==> config.mk <==
export PLATFORM = sky130hd
export DESIGN_NAME = frc_top
export DESIGN_NICKNAME = d
export VERILOG_FILES = /design/src/logic/frc_pkg.sv /design/src/logic/frc_datapath.sv /design/src/logic/frc_top.sv
export SDC_FILE = /design/constraint.sdc
export NUM_CORES = 1
export LEC_CHECK = 0
export ABC_AREA = 1
export BUFFER_PORTS_ARGS = -buffer_cell sky130_fd_sc_hd__buf_2
export CAP_MARGIN = 15
export CORE_ASPECT_RATIO = 1.5
export CORE_UTILIZATION = 64
export DETAILED_ROUTE_END_ITERATION = 10
export PLACE_DENSITY = 0.8
export SYNTH_ARGS = -nofsm -noshare
export SYNTH_HDL_FRONTEND = slang
export SYNTH_SLANG_ARGS = --single-unit
==> constraint.sdc <==
create_clock -name pclk -period 6.9 [get_ports pclk]
set_input_delay 0.69 -clock pclk [delete_from_list [all_inputs] [get_ports pclk]]
set_output_delay 0.69 -clock pclk [all_outputs]
set_load 0.01 [all_outputs]
==> src/logic/frc_pkg.sv <==
// Package with register map, field layout and types of the round and convert slice.
package frc_pkg;

  // Register byte offsets on the APB window.
  localparam logic [7:0] FRC_CTRL_OFS    = 8'h00;
  localparam logic [7:0] FRC_SRC_LO_OFS  = 8'h04;
  localparam logic [7:0] FRC_SRC_HI_OFS  = 8'h08;
  localparam logic [7:0] FRC_FSTAT_OFS   = 8'h0c;
  localparam logic [7:0] FRC_DST_LO_OFS  = 8'h10;
  localparam logic [7:0] FRC_DST_HI_OFS  = 8'h14;
  localparam logic [7:0] FRC_CR1_OFS     = 8'h18;
  localparam logic [7:0] FRC_IRQ_ST_OFS  = 8'h1c;
  localparam logic [7:0] FRC_IRQ_MSK_OFS = 8'h20;
  localparam logic [7:0] FRC_STATUS_OFS  = 8'h24;

  // Control register field positions.
  localparam int FRC_CTRL_START_POS  = 0;
  localparam int FRC_CTRL_OP_POS     = 1;
  localparam int FRC_CTRL_RECORD_POS = 3;

  // Interrupt status bit positions.
  localparam int FRC_IRQ_DONE_POS    = 0;
  localparam int FRC_IRQ_INVALID_POS = 1;
  localparam int FRC_IRQ_INEXACT_POS = 2;
  localparam int FRC_IRQ_W           = 3;

  // Reset values.
  localparam logic [63:0] FRC_SRC_RST   = 64'h0;
  localparam logic [17:0] FRC_FSTAT_RST = 18'h0;
  localparam logic [3:0]  FRC_CR1_RST   = 4'h0;

  // Number format constants.
  localparam logic [11:0] FRC_DBL_BIAS   = 12'h3ff;
  localparam logic [11:0] FRC_SGL_EMAX   = 12'h07f;
  localparam logic [11:0] FRC_SGL_EMIN   = 12'hf82;
  localparam logic [11:0] FRC_INT_EMAX   = 12'h03f;
  localparam logic [11:0] FRC_INT_EMIN   = 12'hfc0;
  localparam logic [31:0] FRC_INT_MAXPOS = 32'h7fffffff;
  localparam logic [31:0] FRC_INT_MAXNEG = 32'h80000000;
  localparam logic [63:0] FRC_SGL_MAXMAG = 64'h47efffffe0000000;

  // Result class codes of the result_class_flags field.
  localparam logic [4:0] FRC_CLS_QNAN  = 5'h11;
  localparam logic [4:0] FRC_CLS_NINF  = 5'h09;
  localparam logic [4:0] FRC_CLS_NNORM = 5'h08;
  localparam logic [4:0] FRC_CLS_NZERO = 5'h12;
  localparam logic [4:0] FRC_CLS_PZERO = 5'h02;
  localparam logic [4:0] FRC_CLS_PNORM = 5'h04;
  localparam logic [4:0] FRC_CLS_PINF  = 5'h05;

  // Operations and rounding modes.
  typedef enum logic [1:0] {FRC_OP_RSP = 2'h0, FRC_OP_CTIW = 2'h1, FRC_OP_CTIWZ = 2'h2} frc_op_t;
  typedef enum logic [1:0] {FRC_RM_NEAR = 2'h0, FRC_RM_ZERO = 2'h1, FRC_RM_PINF = 2'h2,
                            FRC_RM_NINF = 2'h3} frc_rm_t;

  // Floating-point status/control register layout, low bit last.
  typedef struct packed {
    logic       fx;
    logic       fex;
    logic       vx;
    logic       vxcvi;
    logic       vxsnan;
    logic       xx;
    logic       ux;
    logic       ox;
    logic [4:0] result_class_flags;
    logic       fraction_inexact_bit;
    logic       fraction_rounded_bit;
    logic       invalid_op_enable;
    logic [1:0] rounding_mode_field;
  } frc_fstat_t;

  // Datapath answer for one operation.
  typedef struct packed {
    logic [63:0] fp_dest_reg;
    logic [4:0]  cls;
    logic        rounded;
    logic        inexact;
    logic        snan;
    logic        cvt_invalid;
    logic        ovf;
    logic        unf;
  } frc_res_t;

endpackage

==> src/logic/frc_datapath.sv <==
// Combinational round-to-single and convert-to-word datapath.
`timescale 1ns/10ps
module frc_datapath
  import frc_pkg::*;
(
  input  wire logic [63:0] fp_source_reg, // Double-precision source operand.
  input  wire frc_op_t     op,            // Operation to perform.
  input  wire frc_rm_t     rounding_mode, // Programmable rounding mode.
  output frc_res_t         res            // Result and status.
);

  logic        sgn;
  logic [10:0] bexp;
  logic [51:0] frac;
  logic        is_nan;
  logic        is_inf;
  logic        is_zero;
  logic [11:0] uexp;
  logic [127:0] fixd;
  logic [64:0] mag;
  logic        g;
  logic        s;
  logic        inc;
  logic        sat;
  logic [31:0] iword;
  logic [23:0] sfrac;
  logic [11:0] sexp;
  frc_rm_t     rm;

  assign sgn     = fp_source_reg[63];
  assign bexp    = fp_source_reg[62:52];
  assign frac    = fp_source_reg[51:0];
  assign is_nan  = (&bexp) && (|frac);
  assign is_inf  = (&bexp) && !(|frac);
  assign is_zero = (bexp == 11'h0);
  assign uexp    = {1'b0, bexp} - FRC_DBL_BIAS;

  // Increment decision shared by both operations; zero denormals are treated as zero.
  function automatic logic round_up(input frc_rm_t m, input logic sg, input logic lsb,
                                    input logic gd, input logic st);
    logic r;
    r = 1'b0;
    unique case (m)
      FRC_RM_NEAR: r = gd & (st | lsb);
      FRC_RM_ZERO: r = 1'b0;
      FRC_RM_PINF: r = !sg & (gd | st);
      FRC_RM_NINF: r = sg & (gd | st);
    endcase
    return r;
  endfunction

  always_comb begin
    res   = '0;
    rm    = (op == FRC_OP_CTIWZ) ? FRC_RM_ZERO : rounding_mode;
    fixd  = '0;
    mag   = '0;
    g     = 1'b0;
    s     = 1'b0;
    inc   = 1'b0;
    sat   = 1'b0;
    iword = '0;
    sfrac = '0;
    sexp  = '0;
    if (op == FRC_OP_RSP) begin
      if (is_nan) begin
        // Signalling operands are quieted; the class is quiet NaN.
        res.snan        = !frac[51];
        res.fp_dest_reg = {fp_source_reg[63:52], 1'b1, frac[50:0]};
        res.cls         = FRC_CLS_QNAN;
      end else if (is_inf || is_zero) begin
        res.fp_dest_reg = fp_source_reg;
        res.cls = is_zero ? (sgn ? FRC_CLS_NZERO : FRC_CLS_PZERO) : (sgn ? FRC_CLS_NINF : FRC_CLS_PINF);
      end else if ($signed(uexp) < $signed(FRC_SGL_EMIN)) begin
        // Single denormals are flushed to signed zero to keep the rounder small.
        res.fp_dest_reg = {sgn, 63'h0};
        res.cls         = sgn ? FRC_CLS_NZERO : FRC_CLS_PZERO;
        res.unf         = 1'b1;
        res.inexact     = 1'b1;
      end else begin
        g     = frac[28];
        s     = |frac[27:0];
        inc   = round_up(rm, sgn, frac[29], g, s);
        sfrac = {1'b0, frac[51:29]} + {23'h0, inc};
        sexp  = uexp + {11'h0, sfrac[23]};
        res.rounded = inc;
        res.inexact = g | s;
        if ($signed(sexp) > $signed(FRC_SGL_EMAX)) begin
          res.ovf     = 1'b1;
          res.inexact = 1'b1;
          if (rm == FRC_RM_ZERO || (rm == FRC_RM_PINF && sgn) || (rm == FRC_RM_NINF && !sgn)) begin
            res.fp_dest_reg = {sgn, FRC_SGL_MAXMAG[62:0]};
            res.cls         = sgn ? FRC_CLS_NNORM : FRC_CLS_PNORM;
          end else begin
            res.fp_dest_reg = {sgn, 11'h7ff, 52'h0};
            res.cls         = sgn ? FRC_CLS_NINF : FRC_CLS_PINF;
          end
        end else begin
          // Exact operands come out bit for bit unchanged.
          res.fp_dest_reg = {sgn, sexp[10:0] + 11'h0, sfrac[22:0], 29'h0};
          res.fp_dest_reg[62:52] = sexp[10:0] + bexp - uexp[10:0];
          res.cls         = sgn ? FRC_CLS_NNORM : FRC_CLS_PNORM;
        end
      end
    end else begin
      if (is_nan || is_inf || $signed(uexp) > $signed(FRC_INT_EMAX)) begin
        sat = 1'b1;
      end else if (!is_zero && $signed(uexp) >= $signed(FRC_INT_EMIN)) begin
        // Seven-bit wrap of 63 minus the exponent covers -64..63 without a sign test.
        fixd = {1'b1, frac, 75'h0} >> (7'd63 - uexp[6:0]);
        g    = fixd[63];
        s    = |fixd[62:0];
      end else begin
        s = !is_zero;
      end
      inc = round_up(rm, sgn, fixd[64], g, s);
      mag = {1'b0, fixd[127:64]} + {64'h0, inc};
      if (!sgn && mag > {33'h0, FRC_INT_MAXPOS}) begin
        sat = 1'b1;
      end
      if (sgn && mag > {33'h0, FRC_INT_MAXNEG}) begin
        sat = 1'b1;
      end
      iword = sgn ? 32'(-mag[31:0]) : mag[31:0];
      if (sat) begin
        iword = (sgn && !is_nan) ? FRC_INT_MAXNEG : FRC_INT_MAXPOS;
      end
      res.fp_dest_reg = {32'h0, iword};
      res.cvt_invalid = sat;
      res.snan        = is_nan && !frac[51];
      res.rounded     = inc && !sat;
      res.inexact     = (g | s) && !sat;
    end
  end

endmodule

==> src/logic/frc_top.sv <==
// APB-reached round-to-single and convert-to-word slice with status, condition field and interrupt.
//
// Operation
// - Exact in-range operand copied unchanged.
// - Otherwise round to single using mode field.
// - Round sets class flags unless trapped invalid.
// - Convert word under mode, low word result.
// - Too large saturates to maximum positive.
// - Too small saturates to most negative.
// - Convert leaves class flags free.
// - Convert sets rounded and inexact bits.
// - Truncating convert always rounds toward zero.
// - Record form alone updates condition field.
`timescale 1ns/10ps
module frc_top
  import frc_pkg::*;
(
  input  wire logic        pclk,     // Core clock.
  input  wire logic        presetn,  // Asynchronous reset, active low.
  input  wire logic        psel,     // APB select.
  input  wire logic        penable,  // APB enable.
  input  wire logic        pwrite,   // APB direction, high for write.
  input  wire logic [7:0]  paddr,    // APB byte address.
  input  wire logic [31:0] pwdata,   // APB write data.
  output logic      [31:0] prdata,   // APB read data.
  output logic             pready,   // APB ready.
  output logic             pslverr,  // APB error for unmapped address.
  output logic             irq       // Level interrupt.
);

  // Execution sequence, Gray coded along idle, exec, done.
  typedef enum logic [1:0] {
    FRC_ST_IDLE = 2'b00,
    FRC_ST_EXEC = 2'b01,
    FRC_ST_DONE = 2'b11
  } frc_state_t;

  frc_state_t  state_ff;
  frc_state_t  nxt_state;
  logic [63:0] src_ff;
  logic [63:0] nxt_src;
  logic [63:0] dst_ff;
  logic [63:0] nxt_dst;
  frc_fstat_t  fstat_ff;
  frc_fstat_t  nxt_fstat;
  logic [3:0]  cr1_ff;
  logic [3:0]  nxt_cr1;
  frc_op_t     op_ff;
  frc_op_t     nxt_op;
  logic        record_ff;
  logic        nxt_record;
  logic [FRC_IRQ_W-1:0] ist_ff;
  logic [FRC_IRQ_W-1:0] nxt_ist;
  logic [FRC_IRQ_W-1:0] imsk_ff;
  logic [FRC_IRQ_W-1:0] nxt_imsk;
  logic [FRC_IRQ_W-1:0] ev;
  logic [31:0] prdata_ff;
  logic [31:0] nxt_prdata;
  logic        pready_ff;
  logic        nxt_pready;
  logic        pslverr_ff;
  logic        nxt_pslverr;
  logic        irq_ff;
  logic        nxt_irq;
  logic        wr_en;
  logic        rd_sel;
  logic        mapped;
  logic [31:0] rd_word;
  logic        start;
  logic        trap;
  frc_res_t    res;

  assign prdata  = prdata_ff;
  assign pready  = pready_ff;
  assign pslverr = pslverr_ff;
  assign irq     = irq_ff;

  // The datapath is purely combinational on the latched source, so the
  // result settles during the exec cycle and is captured at its end.
  frc_datapath u_datapath (
    .fp_source_reg (src_ff),
    .op            (op_ff),
    .rounding_mode (frc_rm_t'(fstat_ff.rounding_mode_field)),
    .res           (res)
  );

  // Address decode; the access phase takes two cycles so read data and
  // ready both come from flip-flops.
  always_comb begin
    wr_en  = psel && penable && pready_ff && pwrite;
    rd_sel = psel && penable && !pready_ff;
    mapped = 1'b1;
    unique case (paddr)
      FRC_CTRL_OFS:    rd_word = {28'h0, record_ff, op_ff, 1'b0};
      FRC_SRC_LO_OFS:  rd_word = src_ff[31:0];
      FRC_SRC_HI_OFS:  rd_word = src_ff[63:32];
      FRC_FSTAT_OFS:   rd_word = {14'h0, fstat_ff};
      FRC_DST_LO_OFS:  rd_word = dst_ff[31:0];
      FRC_DST_HI_OFS:  rd_word = dst_ff[63:32];
      FRC_CR1_OFS:     rd_word = {28'h0, cr1_ff};
      FRC_IRQ_ST_OFS:  rd_word = {29'h0, ist_ff};
      FRC_IRQ_MSK_OFS: rd_word = {29'h0, imsk_ff};
      FRC_STATUS_OFS:  rd_word = {31'h0, state_ff != FRC_ST_IDLE};
      default: begin
        rd_word = 32'h0;
        mapped  = 1'b0;
      end
    endcase
  end

  // Bus answer: ready rises in the first access cycle's following edge.
  always_comb begin
    nxt_pready  = rd_sel;
    nxt_prdata  = prdata_ff;
    nxt_pslverr = 1'b0;
    if (rd_sel) begin
      nxt_prdata  = pwrite ? 32'h0 : rd_word;
      nxt_pslverr = !mapped;
    end
  end

  always_ff @(posedge pclk or negedge presetn) begin
    if (!presetn) begin
      pready_ff  <= 1'b0;
      prdata_ff  <= 32'h0;
      pslverr_ff <= 1'b0;
    end else begin
      pready_ff  <= nxt_pready;
      prdata_ff  <= nxt_prdata;
      pslverr_ff <= nxt_pslverr;
    end
  end

  // A start written while an operation runs is ignored.
  assign start = wr_en && (paddr == FRC_CTRL_OFS) && pwdata[FRC_CTRL_START_POS] &&
                 (state_ff == FRC_ST_IDLE);

  // Trap-enabled invalid operation: the destination is left alone.
  assign trap = (res.snan || res.cvt_invalid) && fstat_ff.invalid_op_enable;

  // Sequencing and operand capture.
  always_comb begin
    nxt_state  = state_ff;
    nxt_src    = src_ff;
    nxt_op     = op_ff;
    nxt_record = record_ff;
    if (wr_en && state_ff == FRC_ST_IDLE) begin
      if (paddr == FRC_SRC_LO_OFS) begin
        nxt_src[31:0] = pwdata;
      end
      if (paddr == FRC_SRC_HI_OFS) begin
        nxt_src[63:32] = pwdata;
      end
      if (paddr == FRC_CTRL_OFS) begin
        nxt_op     = frc_op_t'(pwdata[FRC_CTRL_OP_POS +: 2]);
        nxt_record = pwdata[FRC_CTRL_RECORD_POS];
      end
    end
    unique case (state_ff)
      FRC_ST_IDLE: begin
        if (start) begin
          nxt_state = FRC_ST_EXEC;
        end
      end
      FRC_ST_EXEC: nxt_state = FRC_ST_DONE;
      FRC_ST_DONE: nxt_state = FRC_ST_IDLE;
      default:     nxt_state = FRC_ST_IDLE;
    endcase
  end

  // Result, status and condition field update at the end of exec.
  always_comb begin
    nxt_dst   = dst_ff;
    nxt_fstat = fstat_ff;
    nxt_cr1   = cr1_ff;
    if (wr_en && paddr == FRC_FSTAT_OFS && state_ff == FRC_ST_IDLE) begin
      nxt_fstat = frc_fstat_t'(pwdata[17:0]);
    end
    if (state_ff == FRC_ST_EXEC) begin
      if (!trap) begin
        nxt_dst = res.fp_dest_reg;
        // The upper word of a converted result is undefined; it reads as zero here.
      end
      // Convert results leave the class flags as they were.
      if (op_ff == FRC_OP_RSP && !trap) begin
        nxt_fstat.result_class_flags = res.cls;
      end
      nxt_fstat.fraction_rounded_bit = res.rounded;
      nxt_fstat.fraction_inexact_bit = res.inexact;
      nxt_fstat.xx     = fstat_ff.xx | res.inexact;
      nxt_fstat.ox     = fstat_ff.ox | res.ovf;
      nxt_fstat.ux     = fstat_ff.ux | res.unf;
      nxt_fstat.vxsnan = fstat_ff.vxsnan | res.snan;
      nxt_fstat.vxcvi  = fstat_ff.vxcvi | res.cvt_invalid;
      nxt_fstat.vx     = nxt_fstat.vxsnan | nxt_fstat.vxcvi;
      nxt_fstat.fex    = nxt_fstat.vx & fstat_ff.invalid_op_enable;
      nxt_fstat.fx     = fstat_ff.fx | res.snan | res.cvt_invalid | res.ovf | res.unf | res.inexact;
      if (record_ff) begin
        nxt_cr1 = {nxt_fstat.fx, nxt_fstat.fex, nxt_fstat.vx, nxt_fstat.ox};
      end
    end
  end

  always_ff @(posedge pclk or negedge presetn) begin
    if (!presetn) begin
      state_ff  <= FRC_ST_IDLE;
      src_ff    <= FRC_SRC_RST;
      op_ff     <= FRC_OP_RSP;
      record_ff <= 1'b0;
      dst_ff    <= FRC_SRC_RST;
      fstat_ff  <= frc_fstat_t'(FRC_FSTAT_RST);
      cr1_ff    <= FRC_CR1_RST;
    end else begin
      state_ff  <= nxt_state;
      src_ff    <= nxt_src;
      op_ff     <= nxt_op;
      record_ff <= nxt_record;
      dst_ff    <= nxt_dst;
      fstat_ff  <= nxt_fstat;
      cr1_ff    <= nxt_cr1;
    end
  end

  // Events of this cycle; they are only valid at the end of exec.
  always_comb begin
    ev = '0;
    if (state_ff == FRC_ST_EXEC) begin
      ev[FRC_IRQ_DONE_POS]    = 1'b1;
      ev[FRC_IRQ_INVALID_POS] = res.snan | res.cvt_invalid;
      ev[FRC_IRQ_INEXACT_POS] = res.inexact;
    end
  end

  // Sticky status, write one to clear; a new event beats a clear in the same cycle.
  always_comb begin
    nxt_ist  = ist_ff;
    nxt_imsk = imsk_ff;
    if (wr_en && paddr == FRC_IRQ_ST_OFS) begin
      nxt_ist = ist_ff & ~pwdata[FRC_IRQ_W-1:0];
    end
    if (wr_en && paddr == FRC_IRQ_MSK_OFS) begin
      nxt_imsk = pwdata[FRC_IRQ_W-1:0];
    end
    nxt_ist = nxt_ist | ev;
    nxt_irq = |(nxt_ist & nxt_imsk);
  end

  always_ff @(posedge pclk or negedge presetn) begin
    if (!presetn) begin
      ist_ff  <= '0;
      imsk_ff <= '0;
      irq_ff  <= 1'b0;
    end else begin
      ist_ff  <= nxt_ist;
      imsk_ff <= nxt_imsk;
      irq_ff  <= nxt_irq;
    end
  end

endmodule

==> results.toml, run 1 <==
[die]
die_w_um = 147.2
design.portCount = 80
die_height_um = 219.9
num_rows = 79
effective_utilization_at_floorplan_pct = 65.25

[synthesis]
post_synth.cell_area_avg_um2 = 5.816
cell_area_after_synthesis_mm2 = 0.02025
synthArstFlopShare_pct = 100.0
yosys_register_bits = 196
ys_dominant_reg_cell = "sky130_fd_sc_hd__dfrtp_1"
mappedNetlistNets = 3553
synth-warning-count = 0
postSynthCellCount = 3482
synth_enable_flop_cells = 0
synth-seq-area-share_pct = 24.22
synth_cell_types = 56

[place]
placed_instance_area_mm2 = 0.02126
port_buffers = 79
dpl.hpwl_um = 71320
final_weighted_congestion_in_routability_driven_placement = 1.250

[grt]
first_global_vias = 26310
grt_pass1_wl_um = 164300
track_usage_pct = 66.36
maximum_number_of_pins_on_one_net_before_global_route_repair = 119
sum_of_overflow_across_all_layers_after_global_routing = 190

[run_status]
halt_reason = "[ERROR GRT-0116] Global routing finished with congestion. Check the congestion regions in the DRC Viewer."
flow.stopped_at = "global routing (5_1_grt)"
status = "did not finish"

[clock_tree]
cts_buffer_depth = 2
post-cts-setup-buffer-count = 0
tritoncts_num_sinks = 196
cts.htree.levels = 4
cts_root_buffer = "sky130_fd_sc_hd__clkbuf_16"
cts_hold_fix_bufs = 0
cts_inserted_buffers = 17
-- kinds of logic after synthesis --
family          Yosys count  synth area share (%)
compound gates          431                 12.48
xor+xnor                 48                 2.076
fa+ha+maj                26                 1.606
buf+inv                 448                 9.298
flops                   196                 24.22
simple gates           2333                 50.32
-- stage by stage --
stage          setup WS, ns  instances
4_1_cts            0.006496       3931
3_3_place_gp        0.07217       3900
2_1_floorplan        0.9815       3482
3_5_place_dp        -0.1181       3900
-- per-layer routing --
metal  global-route usage (%)  overflow
met3                    41.22         5
met4                    66.29        79
met2                    88.52       106
met5                    5.156         0
met1                    68.98         0
-- timing repair --
item	4_1_cts
hold endpoints to repair	0
endpoints found under the setup margin	46
gates resized for setup	4
-- Yosys cell counts (10+ instances only) --
master / n / area share, %
sky130_fd_sc_hd__nand3_1: 605 / 15
sky130_fd_sc_hd__o2111ai_1: 14 / 0.61
sky130_fd_sc_hd__dfrtp_1: 196 / 24
sky130_fd_sc_hd__buf_2: 55 / 1.4
sky130_fd_sc_hd__inv_1: 265 / 4.9
sky130_fd_sc_hd__nand2_2: 20 / 0.62
sky130_fd_sc_hd__nand3b_1: 15 / 0.56
sky130_fd_sc_hd__nand4_1: 71 / 2.2
sky130_fd_sc_hd__a21oi_1: 91 / 2.2
sky130_fd_sc_hd__xnor2_1: 11 / 0.48
sky130_fd_sc_hd__o21ai_1: 34 / 0.84
sky130_fd_sc_hd__o21ai_0: 192 / 4.7
sky130_fd_sc_hd__buf_4: 12 / 0.44
sky130_fd_sc_hd__nor4_1: 28 / 0.86
sky130_fd_sc_hd__a221oi_1: 24 / 1.0
sky130_fd_sc_hd__ha_1: 26 / 1.6
sky130_fd_sc_hd__inv_2: 15 / 0.28
sky130_fd_sc_hd__nor2_2: 24 / 0.74
sky130_fd_sc_hd__nand3_2: 13 / 0.64
sky130_fd_sc_hd__clkbuf_1: 77 / 1.4
sky130_fd_sc_hd__a22o_1: 10 / 0.43
sky130_fd_sc_hd__nor2_1: 386 / 7.2
sky130_fd_sc_hd__nor3_1: 32 / 0.79
sky130_fd_sc_hd__nand2_1: 1116 / 21
sky130_fd_sc_hd__buf_6: 10 / 0.56
sky130_fd_sc_hd__xor2_1: 37 / 1.6
sky130_fd_sc_hd__o21ai_2: 11 / 0.48
==> run 2, diff against run 1 <==
CORE_ASPECT_RATIO = default   (was 1.5)
CORE_UTILIZATION = 40   (was 64)
PLACE_DENSITY = default   (was 0.8)
PLACE_DENSITY_LB_ADDON = 0.15   (was default)
==> results.toml, run 2 <==
[drt]
routedWlPerCell_um = 24.20
dr.first_iter.drc_count = 3954
number_of_vias_after_detailed_routing = 25420
totalWireLength_um = 102700
first_pass_iters = 7
post-route-drc-count = 0
drt-vias-per-instance = 5.989
ant_nets = 0

[clock_tree]
cts_tree = "yes"
cts_inserted_buffers = 17
tritoncts_num_sinks = 196
cts_root_buffer = "sky130_fd_sc_hd__clkbuf_16"
cts.htree.levels = 4
clk-insertion-delay-late_ns = 0.47
cts_buffer_depth = 2
cts_hold_fix_bufs = 0
clkSlewWorstSetupHoldPaths_ns = 0.07

[worst_setup_path]
worst-endpoint-arrival_ns = 6.90
crit_type = "register to register"
r2r.worst_path.cells = 46
crit_start = "src_ff[53]$_DFFE_PN0P_"
critical_path_depth = 46
r2r_end = "dst_ff[27]$_DFFE_PN0P_"
crit_path_buf_inv_count = 8
launching_point_of_the_worst_reg2reg_path = "src_ff[53]$_DFFE_PN0P_"
rrSetupSlack_ns = 0.35
cp-start-kind = "register"
worstPathMaxFanout = 23
cp_top_delay_family = "simple AND/OR/NAND/NOR gates"
crit_path_end_kind = "register"
slowest_delay_ns = 0.44
wp_data_required_ns = 7.25
critPathSlowestCell = "sky130_fd_sc_hd__dfrtp_2"
critical-path-top-cell-by-count = "sky130_fd_sc_hd__nand2_1"

[place]
port_buffers = 79
dpl.hpwl_um = 79980
placed_instance_area_mm2 = 0.02190
final_weighted_congestion_in_routability_driven_placement = 1.090

[die]
effective_utilization_at_floorplan_pct = 40.45
die_height_um = 227.0
area_of_the_core_mm2 = 0.05007
num_rows = 82
dieArea_mm2 = 0.05153
die_w_um = 227.0
design.portCount = 80

[synthesis]
cell_area_after_synthesis_mm2 = 0.02025
post_synth.cell_area_avg_um2 = 5.816
synth.largest_area_cell = "sky130_fd_sc_hd__dfrtp_1"
synthArstFlopShare_pct = 100.0
synth-seq-area-share_pct = 24.22
synth_mux_area_share_pct = 0
postSynthCellCount = 3482
mappedNetlistNets = 3553
netlist_top_cells_count = "sky130_fd_sc_hd__nand2_1, sky130_fd_sc_hd__nand3_1, sky130_fd_sc_hd__nor2_1, sky130_fd_sc_hd__inv_1, sky130_fd_sc_hd__dfrtp_1"
share_of_the_synthesized_area_in_compound_gates_ao_oa_aoi_oai_pct = 12.48
synth_top_family_by_area = "simple AND/OR/NAND/NOR gates"
post-synth-top-area-fraction_pct = 24.22
synth_xor_area_share_pct = 2.076
synth_simple_gate_area_share_pct = 50.32
yosys_register_bits = 196
synth_enable_flop_cells = 0
post_synth_adder_cell_area_pct = 1.606
yosys.cell_count.top_type = "sky130_fd_sc_hd__nand2_1"
ys_dominant_reg_cell = "sky130_fd_sc_hd__dfrtp_1"
leading_post_synthesis_cells_by_cell_area = "sky130_fd_sc_hd__dfrtp_1, sky130_fd_sc_hd__nand2_1, sky130_fd_sc_hd__nand3_1"
synth-warning-count = 0
synth_cell_types = 56

[finish]
layout_common_cells = "sky130_fd_sc_hd__nand2_1, sky130_fd_sc_hd__nand3_1, sky130_fd_sc_hd__nor2_1"
layout-drive-gt1-share_pct = 11.20
area_growth_syn_to_layout_pct = 13.20
num-nets-final = 3630
most_common_library_cell_in_the_layout_ignoring_fill_and_taps = "sky130_fd_sc_hd__nand2_1"
fill_cell_total_of_the_finished_layout = 5615
diodes_inserted = 0
stdcell_area_mm2 = 0.02293

[sta]
setup_violations = 0
slew_headroom_pct = 28.58
clock.fmax_mhz = 152.7
finalHoldViolations = 0
skew_ns = 0.01047
timing.final.crit_period_ns = 6.548
timing_max_transition_violations_final = 0
timing.final.crit_share_pct = 94.90
tightest_pin_transition_ns = 1.068

[grt]
track_usage_pct = 39.44
grt_pass1_wl_um = 149200
sum_of_overflow_across_all_layers_after_global_routing = 0
grt_antenna_before_repair = 4
first_global_vias = 22830
maximum_number_of_pins_on_one_net_before_global_route_repair = 158

[power_and_ir_drop]
ir_drop_mv = 0.1735
seq_power_share_pct = 48.7
power-per-cell-area_mw_per_mm2 = 104.0
comb_power_share_pct = 7.2
swShare_pct = 26.55
total_leakage_power_nw = 10.69
p_sw_w = 0.0006330
cellInternalPower_w = 0.001751
post-layout-total-power_w = 0.002384
clock_network_fraction_of_total_power_pct = 44.1

[min_path]
min_path_type = "input pin to async pin"

[run_status]
status = "finished clean"

[run]
max_cap_violations = 0
run 2: cell counts after synthesis:
Identical to the previous run, type by type.
run 2: worst reg2reg max path, delay by kind of cell, from the launching register on:
family | cells | cell delay, ns
AOI/OAI and AO/OA | 1 | 0.08
adders and majority gates | 3 | 0.82
buffers and inverters | 8 | 1.09
DFF | 1 | 0.44
and+or+nand+nor | 34 | 3.99
run 2: cells by family after synthesis:
group	after synthesis
simple gates	2333
xor+xnor	48
buf+inv	448
flops	196
fa+ha+maj	26
compound gates	431
run 2: how the worst max path moves through the flow:
stage          slack, ns                      to
6_report            0.35  dst_ff[27]$_DFFE_PN0P_
2_1_floorplan       0.98  dst_ff[32]$_DFFE_PN0P_
3_5_place_dp        0.20  dst_ff[25]$_DFFE_PN0P_
4_1_cts             0.16  dst_ff[27]$_DFFE_PN0P_
3_3_place_gp        0.25  dst_ff[25]$_DFFE_PN0P_
5_1_grt            -0.07  dst_ff[27]$_DFFE_PN0P_
run 2: layer usage:
layer / global-route usage, % / wire length, µm / part of all wire [%]
met3: 8.505 / 11810 / 12
met1: 55.35 / 43160 / 42
met5: 0 / 33 / 0.032
met4: 15.93 / 4655 / 4.5
met2: 58.41 / 43030 / 42
run 2: final cells by class:
class / count / area [µm²] / share of cell area, %
clock buffers: 19 / 432.9 / 1.888
clock inverters: 13 / 165.2 / 0.7204
inverters: 284 / 1077 / 4.699
multi-input cells: 2839 / 13720 / 59.84
flip-flops and latches: 196 / 4908 / 21.41
well taps: 672 / 840.8 / 3.668
repair buffers: 221 / 1782 / 7.772
run 2: metrics by stage:
step           setup slack [ns]  util, %  setup TNS (ns)  hold WS (ns)  cells
6_report                 0.3520    45.79               0        0.1404   4244
5_1_grt                -0.06855    45.79         -0.5292        0.1550   4244
4_1_cts                  0.1636    44.93               0        0.1394   4233
3_5_place_dp             0.2003    43.74               0        0.4587   4201
3_3_place_gp             0.2483    43.74               0        0.4375   4201
2_1_floorplan            0.9815        -               0        0.3944   3482
run 2: what timing repair did:
item / 4_1_cts / 5_1_grt
gates resized for setup: 0 / 64
endpoints found under the hold margin: 0 / 0
setup buffers: 0 / 4
setup endpoints to repair: 0 / 77
run 2: power by group through the flow:
stage	logic, W	registers (W)	clock network [W]
after floorplan	0.0000782	0.00118	0
after global placement	0.000164	0.00118	0
after detailed placement	0.000163	0.00118	0
after CTS	0.000163	0.00116	0.00105
after global routing	0.000186	0.00116	0.00110
final	0.000171	0.00116	0.00105
(Power assumes the default switching activity.)
==> run 3, diff against run 2 <==
CORE_MARGIN = 5   (was default)
PLACE_DENSITY_LB_ADDON = 0.1   (was 0.15)
==> results.toml, run 3 (synthesis results as in run 2) <==
[drt]
number_of_vias_after_detailed_routing = 26330
totalWireLength_um = 110500
drt-vias-per-instance = 6.152
routedWlPerCell_um = 25.83
post-route-drc-count = 0
dr.first_iter.drc_count = 4017
ant_nets = 0
first_pass_iters = 8

[sta]
slew_headroom_pct = 23.32
clock.fmax_mhz = 152.7
tightest_pin_transition_ns = 1.146
fin_tns_setup_ns = 0
timing.final.crit_share_pct = 94.90
setup_violations = 0
timing.final.crit_period_ns = 6.548
finalHoldViolations = 0
timing_max_transition_violations_final = 0
layout_setup_ws_ns = 0.3521
skew_ns = 0.01189

[grt]
first_global_vias = 23990
sum_of_overflow_across_all_layers_after_global_routing = 0
grt_antenna_before_repair = 3
track_usage_pct = 37.82
grt_pass1_wl_um = 159200
maximum_number_of_pins_on_one_net_before_global_route_repair = 81

[worst_setup_path]
crit_path_end_kind = "register"
setup.worst_path.end = "dst_ff[48]$_DFFE_PN0P_"
slowest_delay_ns = 0.43
rrSetupSlack_ns = 0.35
crit_start = "src_ff[52]$_DFFE_PN0P_"
wp_data_required_ns = 7.21
crit_type = "register to register"
crit_path_buf_inv_count = 6
worst-endpoint-arrival_ns = 6.86
worstPathMaxFanout = 22
critical-path-top-cell-by-count = "sky130_fd_sc_hd__nand2_1"
cp_top_delay_family = "simple AND/OR/NAND/NOR gates"
critPathSlowestCell = "sky130_fd_sc_hd__dfrtp_2"
cp-start-kind = "register"
launching_point_of_the_worst_reg2reg_path = "src_ff[52]$_DFFE_PN0P_"
r2r_end = "dst_ff[48]$_DFFE_PN0P_"
critical_path_depth = 42
r2r.worst_path.cells = 42

[clock_tree]
cts.htree.levels = 4
cts_tree = "yes"
clk-insertion-delay-late_ns = 0.45
tritoncts_num_sinks = 196
cts_hold_fix_bufs = 0
clkSlewWorstSetupHoldPaths_ns = 0.08
cts_root_buffer = "sky130_fd_sc_hd__clkbuf_16"
cts_inserted_buffers = 17
cts_buffer_depth = 2

[finish]
diodes_inserted = 0
layout_common_cells = "sky130_fd_sc_hd__nand2_1, sky130_fd_sc_hd__nand3_1, sky130_fd_sc_hd__nor2_1"
area_growth_syn_to_layout_pct = 14.54
fill_cell_total_of_the_finished_layout = 5418
num-nets-final = 3665
layout-drive-gt1-share_pct = 12.59
post_layout_nonfiller_instances = 4279
most_common_library_cell_in_the_layout_ignoring_fill_and_taps = "sky130_fd_sc_hd__nand2_1"

[power_and_ir_drop]
ir_drop_mv = 0.1818
post-layout-total-power_w = 0.002392
total_leakage_power_nw = 10.84
power-per-cell-area_mw_per_mm2 = 103.1

[die]
die_height_um = 235.0
num_rows = 82
dieArea_mm2 = 0.05523
design.portCount = 80
effective_utilization_at_floorplan_pct = 40.37
area_of_the_core_mm2 = 0.05017
die_w_um = 235.0

[place]
dp.cells = 4227
dpl.hpwl_um = 87730
port_buffers = 79
detailedPlace.worstSlack_ns = 0.005949
final_weighted_congestion_in_routability_driven_placement = 1.078

[min_path]
min_path_type = "input pin to async pin"

[run_status]
status = "finished clean"

[run]
max_cap_violations = 0
==> run 3: cell count changes in the layout (fill, tap and decap cells not counted), sizes merged <==
cell and delta:
xor2 -1, clkbuf -6, clkinvlp -1, bufinv -1, nand2 +1, clkinv +3, buf +40
==> run 3: timing repair <==
action,in CTS,in global routing
pin swaps,0,6
gates cloned,0,3
gates resized for setup,3,74
endpoints found under the setup margin,4,77
buffers inserted,0,17
==> run 3: cell type report <==
type | count | area, µm² | share of cell area [%]
Inverter | 284 | 1077 | 4.644
Timing Repair Buffer | 256 | 1998 | 8.614
Clock inverter | 14 | 165.2 | 0.7120
Tap cell | 672 | 840.8 | 3.625
Sequential cell | 196 | 4907 | 21.16
Multi-Input combinational cell | 2839 | 13770 | 59.36
Clock buffer | 18 | 439.2 | 1.893
==> run 3: worst min path at each step <==
stage                             from                       to  slack, ns  depth (start not counted)
2_1_floorplan                  presetn    cr1_ff[0]$_DFFE_PN0P_       0.39                          0
3_3_place_gp   state_ff[1]$_DFFE_PN0P_  state_ff[0]$_DFFE_PN0P_       0.43                          1
3_5_place_dp   state_ff[1]$_DFFE_PN0P_  state_ff[0]$_DFFE_PN0P_       0.44                          1
4_1_cts                        presetn   src_ff[12]$_DFFE_PN0P_       0.22                          1
5_1_grt                        presetn   src_ff[42]$_DFFE_PN0P_       0.23                          1
6_report                       presetn   src_ff[12]$_DFFE_PN0P_       0.21                          1
==> run 3: per-layer routing <==
metal / wire (µm) / global-route usage, % / vias to the layer above
met4: 5117 / 13.41 / 6
met2: 44840 / 54.59 / 1732
met3: 15130 / 13.10 / 272
li1: - / - / 11790
met5: 48 / 0 / -
met1: 45370 / 52.50 / 12530
==> run 3: metrics by stage <==
stage / hold WS [ns] / cell area (µm²) / util, %
floorplan: 0.3944 / 20250 / -
global placement: 0.4304 / 22110 / 44.06
detailed placement: 0.4375 / 22110 / 44.06
CTS: 0.2163 / 22730 / 45.30
global route: 0.2252 / 23200 / 46.23
finish: 0.2079 / 23200 / 46.23
==> run 3: power by group <==
group	total (W)	switching, W	internal [W]
clock network	0.00105	0.000522	0.000528
registers	0.00116	0.00000704	0.00116
logic	0.000180	0.000133	0.0000472
total	0.00239	0.000662	0.00173
